**src/common/switch_mode_consts.svh**
```systemverilog
// Constants for the switch mode supervisor: offsets, field positions, timing
`ifndef SWITCH_MODE_CONSTS_SVH
`define SWITCH_MODE_CONSTS_SVH

`define CLK_FREQ_HZ 100000000
`define WDOG_TIMEOUT_MS 310
`define IDLE_TIMEOUT_MS 250
`define WDOG_CYCLES ((`WDOG_TIMEOUT_MS * (`CLK_FREQ_HZ / 1000)))
`define IDLE_CYCLES ((`IDLE_TIMEOUT_MS * (`CLK_FREQ_HZ / 1000)))

// Register word offsets (byte address = 4 * index)
`define ADDR_GCR 4'h0
`define ADDR_PWR0 4'h1
`define ADDR_PWR1 4'h2
`define ADDR_STAT 4'h3
`define ADDR_FAULT0 4'h4
`define ADDR_FAULT1 4'h5
`define ADDR_WORD 4'h6
`define ADDR_FCFG 4'h7

// Global config fields
`define GCR_WATCHDOG_DISABLE_BIT 4
`define GCR_VDDFAIL_EN 0
`define GCR_OV_EN 1
`define GCR_PWM_EN0 7
`define GCR_PWM_EN1 8
`define GCR_DIR_DIS0 2
`define GCR_DIR_DIS1 3
`define GCR_POR 9
`define GCR_GANGED 10
`define GCR_RESET 16'h0002

// Pulse width fields
`define PWR_ON_BIT 8
`define PWR_DUTY_HI 7
`define PWR_RESET 16'h0000

// Serial word fields
`define WORD_TOGGLE 15

// Fault detail fields, per channel
`define FLT_OC 0
`define FLT_OT 1
`define FLT_SC 2
`define FLT_UV 3
`define FLT_OV 4
`define FLT_SHV 5
`define FLT_OLOFF 6
`define FLT_OLON 7
`define FLT_CLK 8
`define FLT_W 9

// Optional fault enables register
`define FCFG_SHV_EN 0
`define FCFG_OLOFF_EN 1
`define FCFG_OLON_EN 2
`define FCFG_CLK_EN 3
`define FCFG_RESET 16'h0008

`endif

```
**src/common/switch_mode_pkg.sv**
```systemverilog
// Types for the switch mode supervisor
package switch_mode_pkg;
    typedef enum logic [1:0] {
        MODE_SLEEP,
        MODE_NORMAL,
        MODE_FAILSAFE,
        MODE_FAULT
    } op_mode_t;
endpackage : switch_mode_pkg

```
**src/hdl/switch_mode_supervisor.sv**
```systemverilog
// Operating mode supervisor with Avalon-MM register access
`timescale 1ns/1ns
`include "switch_mode_consts.svh"

// Summary of operation
// Channel target on: input and not disabled, or on-bit with duty or no modulation
// Duty value is the low eight bits of the pulse width register
// Rising wake pin with supply, or rising direct input, enters Normal
// Controller toggles the watchdog bit within each watchdog period unless disabled
// Input activity flag clears after input idle longer than the idle timeout
// Sleep when both activity flags low and wake pin low
// Wake pin low or Fail-safe: channels follow direct inputs only
// Wake term is wake pin OR either activity flag; mode from three terms
// Fail-safe on supply loss when enabled, or watchdog timeout when not disabled
// Fault on overcurrent, overtemperature, short, undervoltage, or enabled overvoltage
// Sleep, Normal, Fail-safe, Fault chosen from wake, fail-safe and fault terms
// Watchdog disable sits at bit D4 of the global config register
// Sleep after power-up; channels and serial off; registers held at defaults
// Entering Fail-safe: output low, delatch, reset registers but two flags, block access
// Watchdog starts on rising wake pin and watches first bit of each word
// Leave Fail-safe: word with D15 set, then second word within period
// Back to Normal: output high, reset registers keeping flags and latched fault bits
// Optional faults also raise Fault: short to supply, open load, clock fail
// Fault status pin is real time; sticky bits stay until read
// Affected channel off on fault except open load, clock fail, short to supply
// Read clears a fault bit only if cause gone and not latched
// Latchable faults turn channel off, pull status low, set the bit
// Fault during Fail-safe keeps registers reset and direct-input control; after supply loss, writes in Fault still change the registers
// Watchdog and idle timeouts are counters restarted on toggle or activity
module switch_mode_supervisor
    import switch_mode_pkg::*;
#(
    parameter int unsigned WDOG_CYCLES_P = `WDOG_CYCLES,
    parameter int unsigned IDLE_CYCLES_P = `IDLE_CYCLES
) (
    input wire logic clk_i, // System clock 100 MHz
    input wire logic nrst_i, // Synchronous reset, active low
    input wire logic [3:0] address_i, // Avalon word address
    input wire logic read_i, // Avalon read
    input wire logic write_i, // Avalon write
    input wire logic [31:0] writedata_i, // Avalon write data
    output logic [31:0] readdata_o, // Avalon read data
    output logic waitrequest_o, // Avalon wait request
    input wire logic wake_hold_pin_i, // Wake hold pin level
    input wire logic [1:0] direct_in_i, // Direct input pins
    input wire logic logic_supply_ok_i, // Logic supply present
    input wire logic pwm_duty_tick_i, // PWM phase step enable
    input wire logic [1:0] overcurrent_fault_i, // Overcurrent per channel
    input wire logic [1:0] overtemperature_fault_i, // Overtemperature per channel
    input wire logic [1:0] severe_short_fault_i, // Severe short per channel
    input wire logic undervoltage_fault_i, // Undervoltage
    input wire logic overvoltage_fault_i, // Overvoltage
    input wire logic [1:0] short_supply_fault_i, // Off-state short to supply
    input wire logic [1:0] open_off_fault_i, // Open load in off state
    input wire logic [1:0] open_on_fault_i, // Open load in on state
    input wire logic clock_fail_i, // External clock failure
    input wire logic [1:0] latched_i, // Channel latched by retry logic
    output logic [1:0] channel_on_o, // Channel drive
    output logic failsafe_out_n_o, // Fail-safe output, active low
    output logic fault_status_n_o, // Fault status, active low
    output logic normal_mode_flag_o, // Normal mode indicator
    output logic delatch_o, // Pulse delatching latched faults
    output op_mode_t mode_o // Current mode
);

    op_mode_t mode_reg;
    logic [15:0] global_config_register;
    logic [15:0] pulse_width_register [2];
    logic [15:0] fault_cfg_reg;
    logic [`FLT_W-1:0] fault_detail_register [2];
    logic [1:0] in_prev_reg;
    logic [1:0] activity_reg;
    logic [31:0] idle_cnt_reg [2];
    logic [31:0] wdog_cnt_reg;
    logic wdog_run_reg;
    logic wdog_expired_reg;
    logic toggle_last_reg;
    logic wake_prev_reg;
    logic exit_armed_reg;
    logic access_ok_reg;
    logic vdd_lost_reg;
    logic [7:0] pwm_phase_reg;
    logic wake_term;
    logic failsafe_term;
    logic fault_term;
    logic [1:0] opt_fault;
    logic [1:0] off_fault;
    logic [1:0] target_on;
    logic [`FLT_W-1:0] cause [2];
    logic wr_word;
    logic wake_rise;
    logic [1:0] in_rise;
    logic enter_fs;
    logic enter_nm;
    logic reg_access;
    logic rd_valid_reg;
    logic rd_take;

    // Register access gated in Sleep and Fail-safe
    assign reg_access = (mode_reg == MODE_NORMAL || mode_reg == MODE_FAULT) && access_ok_reg;
    // One wait state on reads so that read data comes from a flop
    assign rd_take = read_i && !rd_valid_reg;
    assign waitrequest_o = rd_take;
    assign wr_word = write_i && logic_supply_ok_i && mode_reg != MODE_SLEEP && address_i == `ADDR_WORD;
    assign wake_rise = wake_hold_pin_i && !wake_prev_reg;
    assign in_rise = direct_in_i & ~in_prev_reg;

    // Mode terms
    assign wake_term = wake_hold_pin_i | activity_reg[0] | activity_reg[1];
    assign failsafe_term = vdd_lost_reg
        || (wdog_expired_reg && !global_config_register[`GCR_WATCHDOG_DISABLE_BIT]);
    always_comb begin
        for (int c = 0; c < 2; c++) begin
            opt_fault[c] = (short_supply_fault_i[c] && fault_cfg_reg[`FCFG_SHV_EN])
                || (open_off_fault_i[c] && fault_cfg_reg[`FCFG_OLOFF_EN])
                || (open_on_fault_i[c] && fault_cfg_reg[`FCFG_OLON_EN]);
            off_fault[c] = overcurrent_fault_i[c] || overtemperature_fault_i[c] || severe_short_fault_i[c]
                || undervoltage_fault_i
                || (overvoltage_fault_i && global_config_register[`GCR_OV_EN]);
            cause[c] = '0;
            cause[c][`FLT_OC] = overcurrent_fault_i[c];
            cause[c][`FLT_OT] = overtemperature_fault_i[c];
            cause[c][`FLT_SC] = severe_short_fault_i[c];
            cause[c][`FLT_UV] = undervoltage_fault_i;
            cause[c][`FLT_OV] = overvoltage_fault_i && global_config_register[`GCR_OV_EN];
            cause[c][`FLT_SHV] = short_supply_fault_i[c] && fault_cfg_reg[`FCFG_SHV_EN];
            cause[c][`FLT_OLOFF] = open_off_fault_i[c] && fault_cfg_reg[`FCFG_OLOFF_EN];
            cause[c][`FLT_OLON] = open_on_fault_i[c] && fault_cfg_reg[`FCFG_OLON_EN];
            cause[c][`FLT_CLK] = clock_fail_i && fault_cfg_reg[`FCFG_CLK_EN];
        end
    end
    assign fault_term = |off_fault || |opt_fault
        || (clock_fail_i && fault_cfg_reg[`FCFG_CLK_EN]);
    assign fault_status_n_o = !fault_term;
    assign normal_mode_flag_o = (mode_reg == MODE_NORMAL);
    assign failsafe_out_n_o = !(mode_reg == MODE_FAILSAFE || (mode_reg == MODE_FAULT && failsafe_term));
    assign mode_o = mode_reg;
    assign enter_fs = failsafe_term && mode_reg == MODE_NORMAL;
    assign enter_nm = mode_reg == MODE_FAILSAFE && !failsafe_term;
    assign delatch_o = enter_fs;

    // Target on-state per channel
    always_comb begin
        for (int c = 0; c < 2; c++) begin
            logic dir_dis;
            logic on_bit;
            logic pwm_en;
            logic duty;
            dir_dis = global_config_register[`GCR_DIR_DIS0 + c];
            on_bit = pulse_width_register[c][`PWR_ON_BIT];
            pwm_en = global_config_register[`GCR_PWM_EN0 + c];
            duty = pwm_phase_reg <= pulse_width_register[c][`PWR_DUTY_HI:0];
            if (!wake_hold_pin_i || mode_reg == MODE_FAILSAFE || failsafe_term) begin
                target_on[c] = direct_in_i[c];
            end else begin
                target_on[c] = (direct_in_i[c] && !dir_dis) || (on_bit && duty && pwm_en)
                    || (on_bit && !pwm_en);
            end
        end
    end

    // Channel drive registered; off in Sleep and for turning-off faults
    always_ff @(posedge clk_i) begin
        if (!nrst_i) begin
            channel_on_o <= 2'h0;
        end else if (mode_reg == MODE_SLEEP) begin
            channel_on_o <= 2'h0;
        end else begin
            channel_on_o <= target_on & ~off_fault;
        end
    end

    // Mode selection
    always_ff @(posedge clk_i) begin
        if (!nrst_i) begin
            mode_reg <= MODE_SLEEP;
        end else if (mode_reg == MODE_SLEEP) begin
            if ((wake_rise && logic_supply_ok_i) || |in_rise) begin
                mode_reg <= MODE_NORMAL;
            end
        end else if (!wake_term) begin
            mode_reg <= MODE_SLEEP;
        end else if (fault_term) begin
            mode_reg <= MODE_FAULT;
        end else if (failsafe_term) begin
            mode_reg <= MODE_FAILSAFE;
        end else begin
            mode_reg <= MODE_NORMAL;
        end
    end

    // Input activity flags with idle timeout
    always_ff @(posedge clk_i) begin
        if (!nrst_i) begin
            in_prev_reg <= 2'h0;
            activity_reg <= 2'h0;
            idle_cnt_reg[0] <= '0;
            idle_cnt_reg[1] <= '0;
        end else begin
            in_prev_reg <= direct_in_i;
            for (int c = 0; c < 2; c++) begin
                if (in_rise[c]) begin
                    activity_reg[c] <= 1'b1;
                    idle_cnt_reg[c] <= '0;
                end else if (!direct_in_i[c] && activity_reg[c]) begin
                    if (idle_cnt_reg[c] >= IDLE_CYCLES_P - 1) begin
                        activity_reg[c] <= 1'b0;
                    end else begin
                        idle_cnt_reg[c] <= idle_cnt_reg[c] + 32'h1;
                    end
                end else begin
                    idle_cnt_reg[c] <= '0;
                end
            end
        end
    end

    // Serial watchdog
    always_ff @(posedge clk_i) begin
        if (!nrst_i) begin
            wake_prev_reg <= 1'b0;
            wdog_run_reg <= 1'b0;
            wdog_cnt_reg <= '0;
            wdog_expired_reg <= 1'b0;
            toggle_last_reg <= 1'b0;
            exit_armed_reg <= 1'b0;
            access_ok_reg <= 1'b1;
        end else begin
            wake_prev_reg <= wake_hold_pin_i;
            if (wake_rise && logic_supply_ok_i) begin
                wdog_run_reg <= 1'b1;
                wdog_cnt_reg <= '0;
            end else if (!wake_hold_pin_i || global_config_register[`GCR_WATCHDOG_DISABLE_BIT]) begin
                wdog_cnt_reg <= '0;
            end else if (mode_reg == MODE_FAILSAFE || (mode_reg == MODE_FAULT && wdog_expired_reg)) begin
                if (wr_word && writedata_i[`WORD_TOGGLE] && !exit_armed_reg) begin
                    exit_armed_reg <= 1'b1;
                    wdog_cnt_reg <= '0;
                end else if (wr_word && exit_armed_reg) begin
                    exit_armed_reg <= 1'b0;
                    wdog_expired_reg <= 1'b0;
                    access_ok_reg <= 1'b1;
                    toggle_last_reg <= writedata_i[`WORD_TOGGLE];
                    wdog_cnt_reg <= '0;
                end else if (exit_armed_reg) begin
                    if (wdog_cnt_reg >= WDOG_CYCLES_P - 1) begin
                        exit_armed_reg <= 1'b0;
                    end else begin
                        wdog_cnt_reg <= wdog_cnt_reg + 32'h1;
                    end
                end
            end else if (wdog_run_reg && mode_reg != MODE_SLEEP) begin
                if (wr_word && writedata_i[`WORD_TOGGLE] != toggle_last_reg) begin
                    toggle_last_reg <= writedata_i[`WORD_TOGGLE];
                    wdog_cnt_reg <= '0;
                end else if (wdog_cnt_reg >= WDOG_CYCLES_P - 1) begin
                    wdog_expired_reg <= 1'b1;
                    access_ok_reg <= 1'b0;
                end else begin
                    wdog_cnt_reg <= wdog_cnt_reg + 32'h1;
                end
            end
        end
    end

    // Supply loss kept with its enable, since Fail-safe entry clears the enable bit
    always_ff @(posedge clk_i) begin
        if (!nrst_i || enter_nm || mode_reg == MODE_SLEEP) begin
            vdd_lost_reg <= 1'b0;
        end else if (!logic_supply_ok_i && global_config_register[`GCR_VDDFAIL_EN]) begin
            vdd_lost_reg <= 1'b1;
        end else if (wr_word && exit_armed_reg) begin
            vdd_lost_reg <= 1'b0;
        end
    end

    // PWM phase counter
    always_ff @(posedge clk_i) begin
        if (!nrst_i) begin
            pwm_phase_reg <= 8'h00;
        end else if (pwm_duty_tick_i) begin
            pwm_phase_reg <= pwm_phase_reg + 8'h01;
        end
    end

    // Configuration registers; cleared in Sleep, on Fail-safe entry, in Fail-safe and on its exit to Normal
    always_ff @(posedge clk_i) begin
        if (!nrst_i) begin
            global_config_register <= `GCR_RESET;
            pulse_width_register[0] <= `PWR_RESET;
            pulse_width_register[1] <= `PWR_RESET;
            fault_cfg_reg <= `FCFG_RESET;
        end else if (mode_reg == MODE_SLEEP || enter_fs || mode_reg == MODE_FAILSAFE || enter_nm) begin
            global_config_register <= `GCR_RESET | (global_config_register
                & ((16'h0001 << `GCR_POR) | (16'h0001 << `GCR_GANGED)));
            pulse_width_register[0] <= `PWR_RESET;
            pulse_width_register[1] <= `PWR_RESET;
            fault_cfg_reg <= `FCFG_RESET;
        end else if (write_i && reg_access) begin
            case (address_i)
                `ADDR_GCR: global_config_register <= writedata_i[15:0];
                `ADDR_PWR0: pulse_width_register[0] <= writedata_i[15:0];
                `ADDR_PWR1: pulse_width_register[1] <= writedata_i[15:0];
                `ADDR_FCFG: fault_cfg_reg <= writedata_i[15:0];
                default: ;
            endcase
        end
    end

    // Sticky fault bits; set wins over read clear
    always_ff @(posedge clk_i) begin
        if (!nrst_i) begin
            fault_detail_register[0] <= '0;
            fault_detail_register[1] <= '0;
        end else begin
            for (int c = 0; c < 2; c++) begin
                logic [`FLT_W-1:0] keep;
                keep = fault_detail_register[c];
                if (mode_reg == MODE_SLEEP || enter_fs || enter_nm) begin
                    keep = latched_i[c] && !enter_fs ? keep : '0;
                end else if (rd_take && reg_access
                        && (address_i == `ADDR_FAULT0 + 4'(c) || address_i == `ADDR_STAT)
                        && !latched_i[c]) begin
                    keep = keep & cause[c];
                end
                fault_detail_register[c] <= keep | cause[c];
            end
        end
    end

    // Read wait state: data loaded first, request accepted on the next edge
    always_ff @(posedge clk_i) begin
        if (!nrst_i) begin
            rd_valid_reg <= 1'b0;
        end else begin
            rd_valid_reg <= rd_take;
        end
    end

    // Read data
    always_ff @(posedge clk_i) begin
        if (!nrst_i) begin
            readdata_o <= 32'h0;
        end else if (rd_take) begin
            if (!reg_access) begin
                readdata_o <= 32'h0;
            end else begin
                case (address_i)
                    `ADDR_GCR: readdata_o <= {16'h0, global_config_register};
                    `ADDR_PWR0: readdata_o <= {16'h0, pulse_width_register[0]};
                    `ADDR_PWR1: readdata_o <= {16'h0, pulse_width_register[1]};
                    `ADDR_STAT: readdata_o <= {24'h0, channel_on_o, fault_term, failsafe_term,
                        mode_reg, |fault_detail_register[1], |fault_detail_register[0]};
                    `ADDR_FAULT0: readdata_o <= {23'h0, fault_detail_register[0]};
                    `ADDR_FAULT1: readdata_o <= {23'h0, fault_detail_register[1]};
                    `ADDR_FCFG: readdata_o <= {16'h0, fault_cfg_reg};
                    default: readdata_o <= 32'h0;
                endcase
            end
        end
    end
endmodule : switch_mode_supervisor

```
**config.mk**
```make
export PLATFORM = sky130hd
export DESIGN_NAME = switch_mode_supervisor
export DESIGN_NICKNAME = d
export VERILOG_FILES = /design/src/common/switch_mode_pkg.sv /design/src/hdl/switch_mode_supervisor.sv
export VERILOG_INCLUDE_DIRS = /design/src /design/src/common
export SDC_FILE = /design/constraint.sdc
export NUM_CORES = 1
export LEC_CHECK = 0
export BUFFER_PORTS_ARGS = -buffer_cell sky130_fd_sc_hd__buf_2
export CAP_MARGIN = 20
export CORE_ASPECT_RATIO = 0.7
export CORE_UTILIZATION = 40
export CTS_BUF_LIST = sky130_fd_sc_hd__clkbuf_8
export DETAILED_ROUTE_END_ITERATION = 10
export PLACE_DENSITY = 0.61
export SYNTH_ARGS = -nofsm -noshare
export SYNTH_HDL_FRONTEND = slang
export SYNTH_SLANG_ARGS = --single-unit
```
**constraint.sdc**
```tcl
create_clock -name clk_i -period 5 [get_ports clk_i]
set_input_delay 0.5 -clock clk_i [delete_from_list [all_inputs] [get_ports clk_i]]
set_output_delay 0.5 -clock clk_i [all_outputs]
set_load 0.01 [all_outputs]
```
## Word level (Yosys, flattened, before mapping)

Memories as Yosys holds them, arrays and structs flattened.
Index checks and enable logic that the tools add are counted.

| storage, ports and cells | value |
|---|---|
| bits in registers | 120 |
| memory bits (writable) | 114 |
| input bits | 62 |
| output and inout bits | 41 |
| logic and storage cells | 301 |
| memories kept | 3 |

| operators by class | value |
|---|---|
| add/sub/neg operators | 4 |
| magnitude comparators | 5 |
| eq/ne operators | 16 |
| muxes and demuxes | 103 |
| bitwise gates (word level) | 26 |
| reductions and logical operators | 125 |

Memories:

| name | words | width | rd ports | clocked after memory_dff | write ports | line | source |
|---|---|---|---|---|---|---|---|
| idle_cnt_reg | 2 | 32 | 2 | 0 | 2 | switch_mode_supervisor.sv:73 | `logic [31:0] idle_cnt_reg [2];` |
| pulse_width_register | 2 | 16 | 2 | 0 | 2 | switch_mode_supervisor.sv:68 | `logic [15:0] pulse_width_register [2];` |
| fault_detail_register | 2 | 9 | 2 | 0 | 2 | switch_mode_supervisor.sv:70 | `` logic [`FLT_W-1:0] fault_detail_register [2]; `` |

Operators with widths:

| cell | count |
|---|---|
| 2-to-1 mux 32 bit | 13 |
| case mux 16 bit (7 select lines) | 1 |
| adder 32 x 1 -> 32 bit (second input constant) | 3 |
| >= comparator 32 x 25 -> 1 bit (second input constant) | 3 |
| 2-to-1 mux 9 bit | 10 |
| 2-to-1 mux 16 bit | 5 |
| 2-to-1 mux 1 bit | 69 |
| logical AND 1 bit | 44 |
| logical OR 1 bit | 34 |
| logical NOT 1 bit | 19 |
| bitwise AND 9 bit | 2 |
| OR 9 bit | 2 |
| nonzero test 2 bit | 9 |
| OR reduction 9 bit | 2 |
| equality test 4 x 3 -> 1 bit (second input constant) | 4 |
| <= comparator 8 bit | 2 |
| OR 1 bit | 14 |
| 2-to-1 mux 2 bit | 5 |
| AND reduction 2 bit | 5 |
| OR reduction 2 bit | 5 |
| adder 8 x 1 -> 8 bit (second input constant) | 1 |
| equality test 4 x 2 -> 1 bit (second input constant) | 2 |
| AND reduction 7 bit | 1 |
| AND reduction 3 bit | 2 |
| other kinds (14) | 22 |

## Depth between registers and ports, before layout

| logic depth | value |
|---|---|
| depth after elaboration | 12 |
| depth in mapped cells | 10 |
| gate-level depth less buffers | 8 |

## Worst setup path after synthesis

OpenSTA, ideal clock, no wires.

| timing | value |
|---|---|
| kind | input port to flip-flop |
| start | input address_i[2] |
| end | memory pulse_width_register[1][0], in the netlist pulse_width_register[0][16] (enable) |
| setup time | 0.436 ns |
| data arrival time | 2.493 ns |
| data required time | 4.564 ns |
| path slack | 2.071 ns |
| stages on the path | 2 |
| buffers on the path | 1 |
| path through | buf_2 > o41ai_1 |

RTL lines:

| item | line | source |
|---|---|---|
| start: declaration | switch_mode_supervisor.sv:38 | `input wire logic [3:0] address_i,` |
| end: declaration | switch_mode_supervisor.sv:68 |  |

==> run summary <==
Drt drc -> 0
Post-Syn Area -> 10,200 sq um
Largest register FFs -> 64
Slew Viols, Final -> 0
Area grow syn2layout -> 13.9%
Commonest non-fill, non-tap cell in the layout -> nor2_1
Post-CTS sizing -> 0
Worst path depth -> 7
Total core area -> 24,900 sq um
Die Footprint -> 26,200 sq um
Status -> finished clean
Mapped Cells -> 1,069
Fill cell count -> 2,397
Vias in the first global route -> 7,520
Worst Path Required -> 5.20 ns
# nets final -> 1,242
Reg2reg start -> idle_cnt_reg[0][0]
Register Area -> 5330 sq um
Slowest Stage Delay on Critical Path -> 0.68 ns
TritonRoute pass-1 iters -> 10
Final core occ -> 0.469
Critical path class -> reg -> reg
Post-CTS Setup Repair Bufs -> 0
H-tree Lvls -> 2
HP Start -> overtemperature_fault_i[0]
VDD IR max -> 0.184 mV
Placed cells -> 1,446
# rows -> 48
Vias per cell -> 5.40
Root buf cell -> clkbuf_8
Io pins -> 103
Sequential area share after synthesis -> 0.520
Finished Layout Cells -> 1,512
Tcrit/Tclk final -> 0.591
Startpoint types -> flip-flop
Largest fanout on the critical path -> 21
Multi-input gate area -> 4630 sq um
Delay-heaviest family, CP -> simple AND/OR/NAND/NOR gates
Min Tclk post-route -> 2.95 ns
Sink Count -> 218
Final setup violation count -> 0
Wire per inst -> 17.0 microns
Post-synth EDFFs -> 96
Avg Cell Area, Syn -> 9.58 sq um
Final HPWL DP -> 17.5 mm
Slew HR -> 0.319
Top post-synthesis cells by area -> edfxtp_1 (28%), dfxtp_1 (24%), a21oi_1 (5.0%), nor2_1 (4.5%), nand2_1 (4.1%)
RSZ-0062 raised after global routing -> false
Total Routing Usage GR -> 0.196
TritonCTS clock tree -> built
Ys async rst share -> 0
Fmax -> 0.339 GHz
Die W -> 193 microns
Cell taking the most area after synthesis -> edfxtp_1
IO buf count -> 70
Post-synthesis cell type count -> 65
Drt total wl -> 25.7 mm
ANT nets after route -> 0
Leak -> 4.27 nW
Pwr per Cell Area -> 318 nW/um^2
Critical path origin -> idle_cnt_reg[0][0]
Synth top area share -> 0.282
Crit path DAT -> 3.15 ns
Min Hold Slack -> 0.228 ns
CTS max path bufs -> 3
CP Capture Type -> flip-flop
Final Hold Fails -> 0
Global placement routability congestion -> 0.870
Worst R2R Path Depth -> 7
Hold-fix buffers at CTS -> 0
Largest net degree at the start of global routing -> 56
Initial antenna violation count -> 1
Via count -> 8,164
Ys Warns -> 0
Final setup TNS -> 0 ns
Worst hold stages -> 3
Register bit count reported by yosys -> 218
MaxCap Viol Count -> 0
Post-synth top flop -> dfxtp_1
Die H -> 136 microns
Min-Delay Path Class -> in -> reg
Initial detailed-routing violation count -> 737
Worst-path clk slew -> 0.06 ns
Crit-path cells -> ha_1 > and4_1 > a211o_1 > a31oi_1 > o21ai_0 > nand2_1 > buf_4
Total gr overflow -> 0
Layout cell share with drive strength beyond 1 -> 0.135
Worst slew pin tran -> 1.02 ns
Fin Clk Skew -> 0.0303 ns
CP bufs+invs -> 1
Slowest library cell on the worst path -> nand2_1
CTS buffer count -> 36
Worst-Skew Late Latency -> 0.52 ns
Starting density of the core -> 0.412
Most frequent cells in the layout -> nor2_1 (123), dfxtp_1 (122), nand2_1 (113)
First-pass GRT wire length -> 40.5 mm
cell families (layout without fill, tap and decap cells):
group	Yosys count	in the layout	share of synthesized area
other	1	32	0.000366
buffers and inverters	94	181	0.0414
adder cells (fa/ha/maj)	20	20	0.0244
XOR/XNOR	53	53	0.0453
multiplexers	5	5	0.00489
AO/OA/AOI/OAI	242	242	0.149
AND/OR/NAND/NOR	436	436	0.215
flip-flops	218	218	0.520
cell type report:
class,count,area share
antenna,2,0.000429
clock buffer,41,0.0484
clock inverter,22,0.0120
inverter,35,0.0113
multi-input combinational,786,0.397
sequential,218,0.457
tap,325,0.0349
timing repair buffer,83,0.0391
routing by layer:
metal,vias to the layer above,global-route usage,share of wire
li1,4009,-,-
met1,3834,0.289,0.49
met2,274,0.282,0.41
met3,47,0.0447,0.084
met4,0,0.0587,0.021
met5,-,0,0
final timing paths:
kind | end | slack [ns]
min | fault_detail_register[0][1] | 0.23
max | idle_cnt_reg[0][30] | 2.05
min reg2reg | fault_cfg_reg[9] | 0.46
max reg2reg | idle_cnt_reg[0][30] | 2.05
through the flow:
| step | power, mW | cell area (sq um) | worst slack [ns] |
|---|---|---|---|
| floorplan | 2.11 | 10300 | 2.07 |
| global route | 3.86 | 11700 | 1.78 |
| CTS | 3.75 | 11600 | 2.00 |
| detailed placement | 2.19 | 10900 | 1.82 |
| finish | 3.71 | 11700 | 2.05 |
| global placement | 2.19 | 10900 | 1.82 |
worst min-delay path: stages:
cell and delay (ns):
buf_2 0.09, a21oi_1 0.03, nor2_1 0.07
Yosys cell counts, drive strengths merged, types with 3 or more instances:
cell type and number:
inv 35, mux2i 5, a31oi 13, or3 22, edfxtp 96, a21o 6
a221oi 3, and4 5, and2 32, nand2b 11, a211oi 6, a21oi 103
or2 5, a222oi 6, nor4 14, xor2 33, nor3b 3, buf 22
nand3 33, a22oi 36, nor2b 6, o21a 5, o211ai 4, or4 4
dfxtp 122, a211o 3, clkbuf 37, xnor2 20, ha 20, nor3 15
o21ai 41, nand4 30, nand2 113, a22o 3, and3 11, nand4b 3
nor2 124
power by group:
part / switching [mW] / internal (mW) / total (mW)
Combinational: 0.142 / 0.0704 / 0.213
Clock: 0.705 / 0.851 / 1.56
Sequential: 0.0391 / 1.90 / 1.94
(Power assumes the default switching activity.)
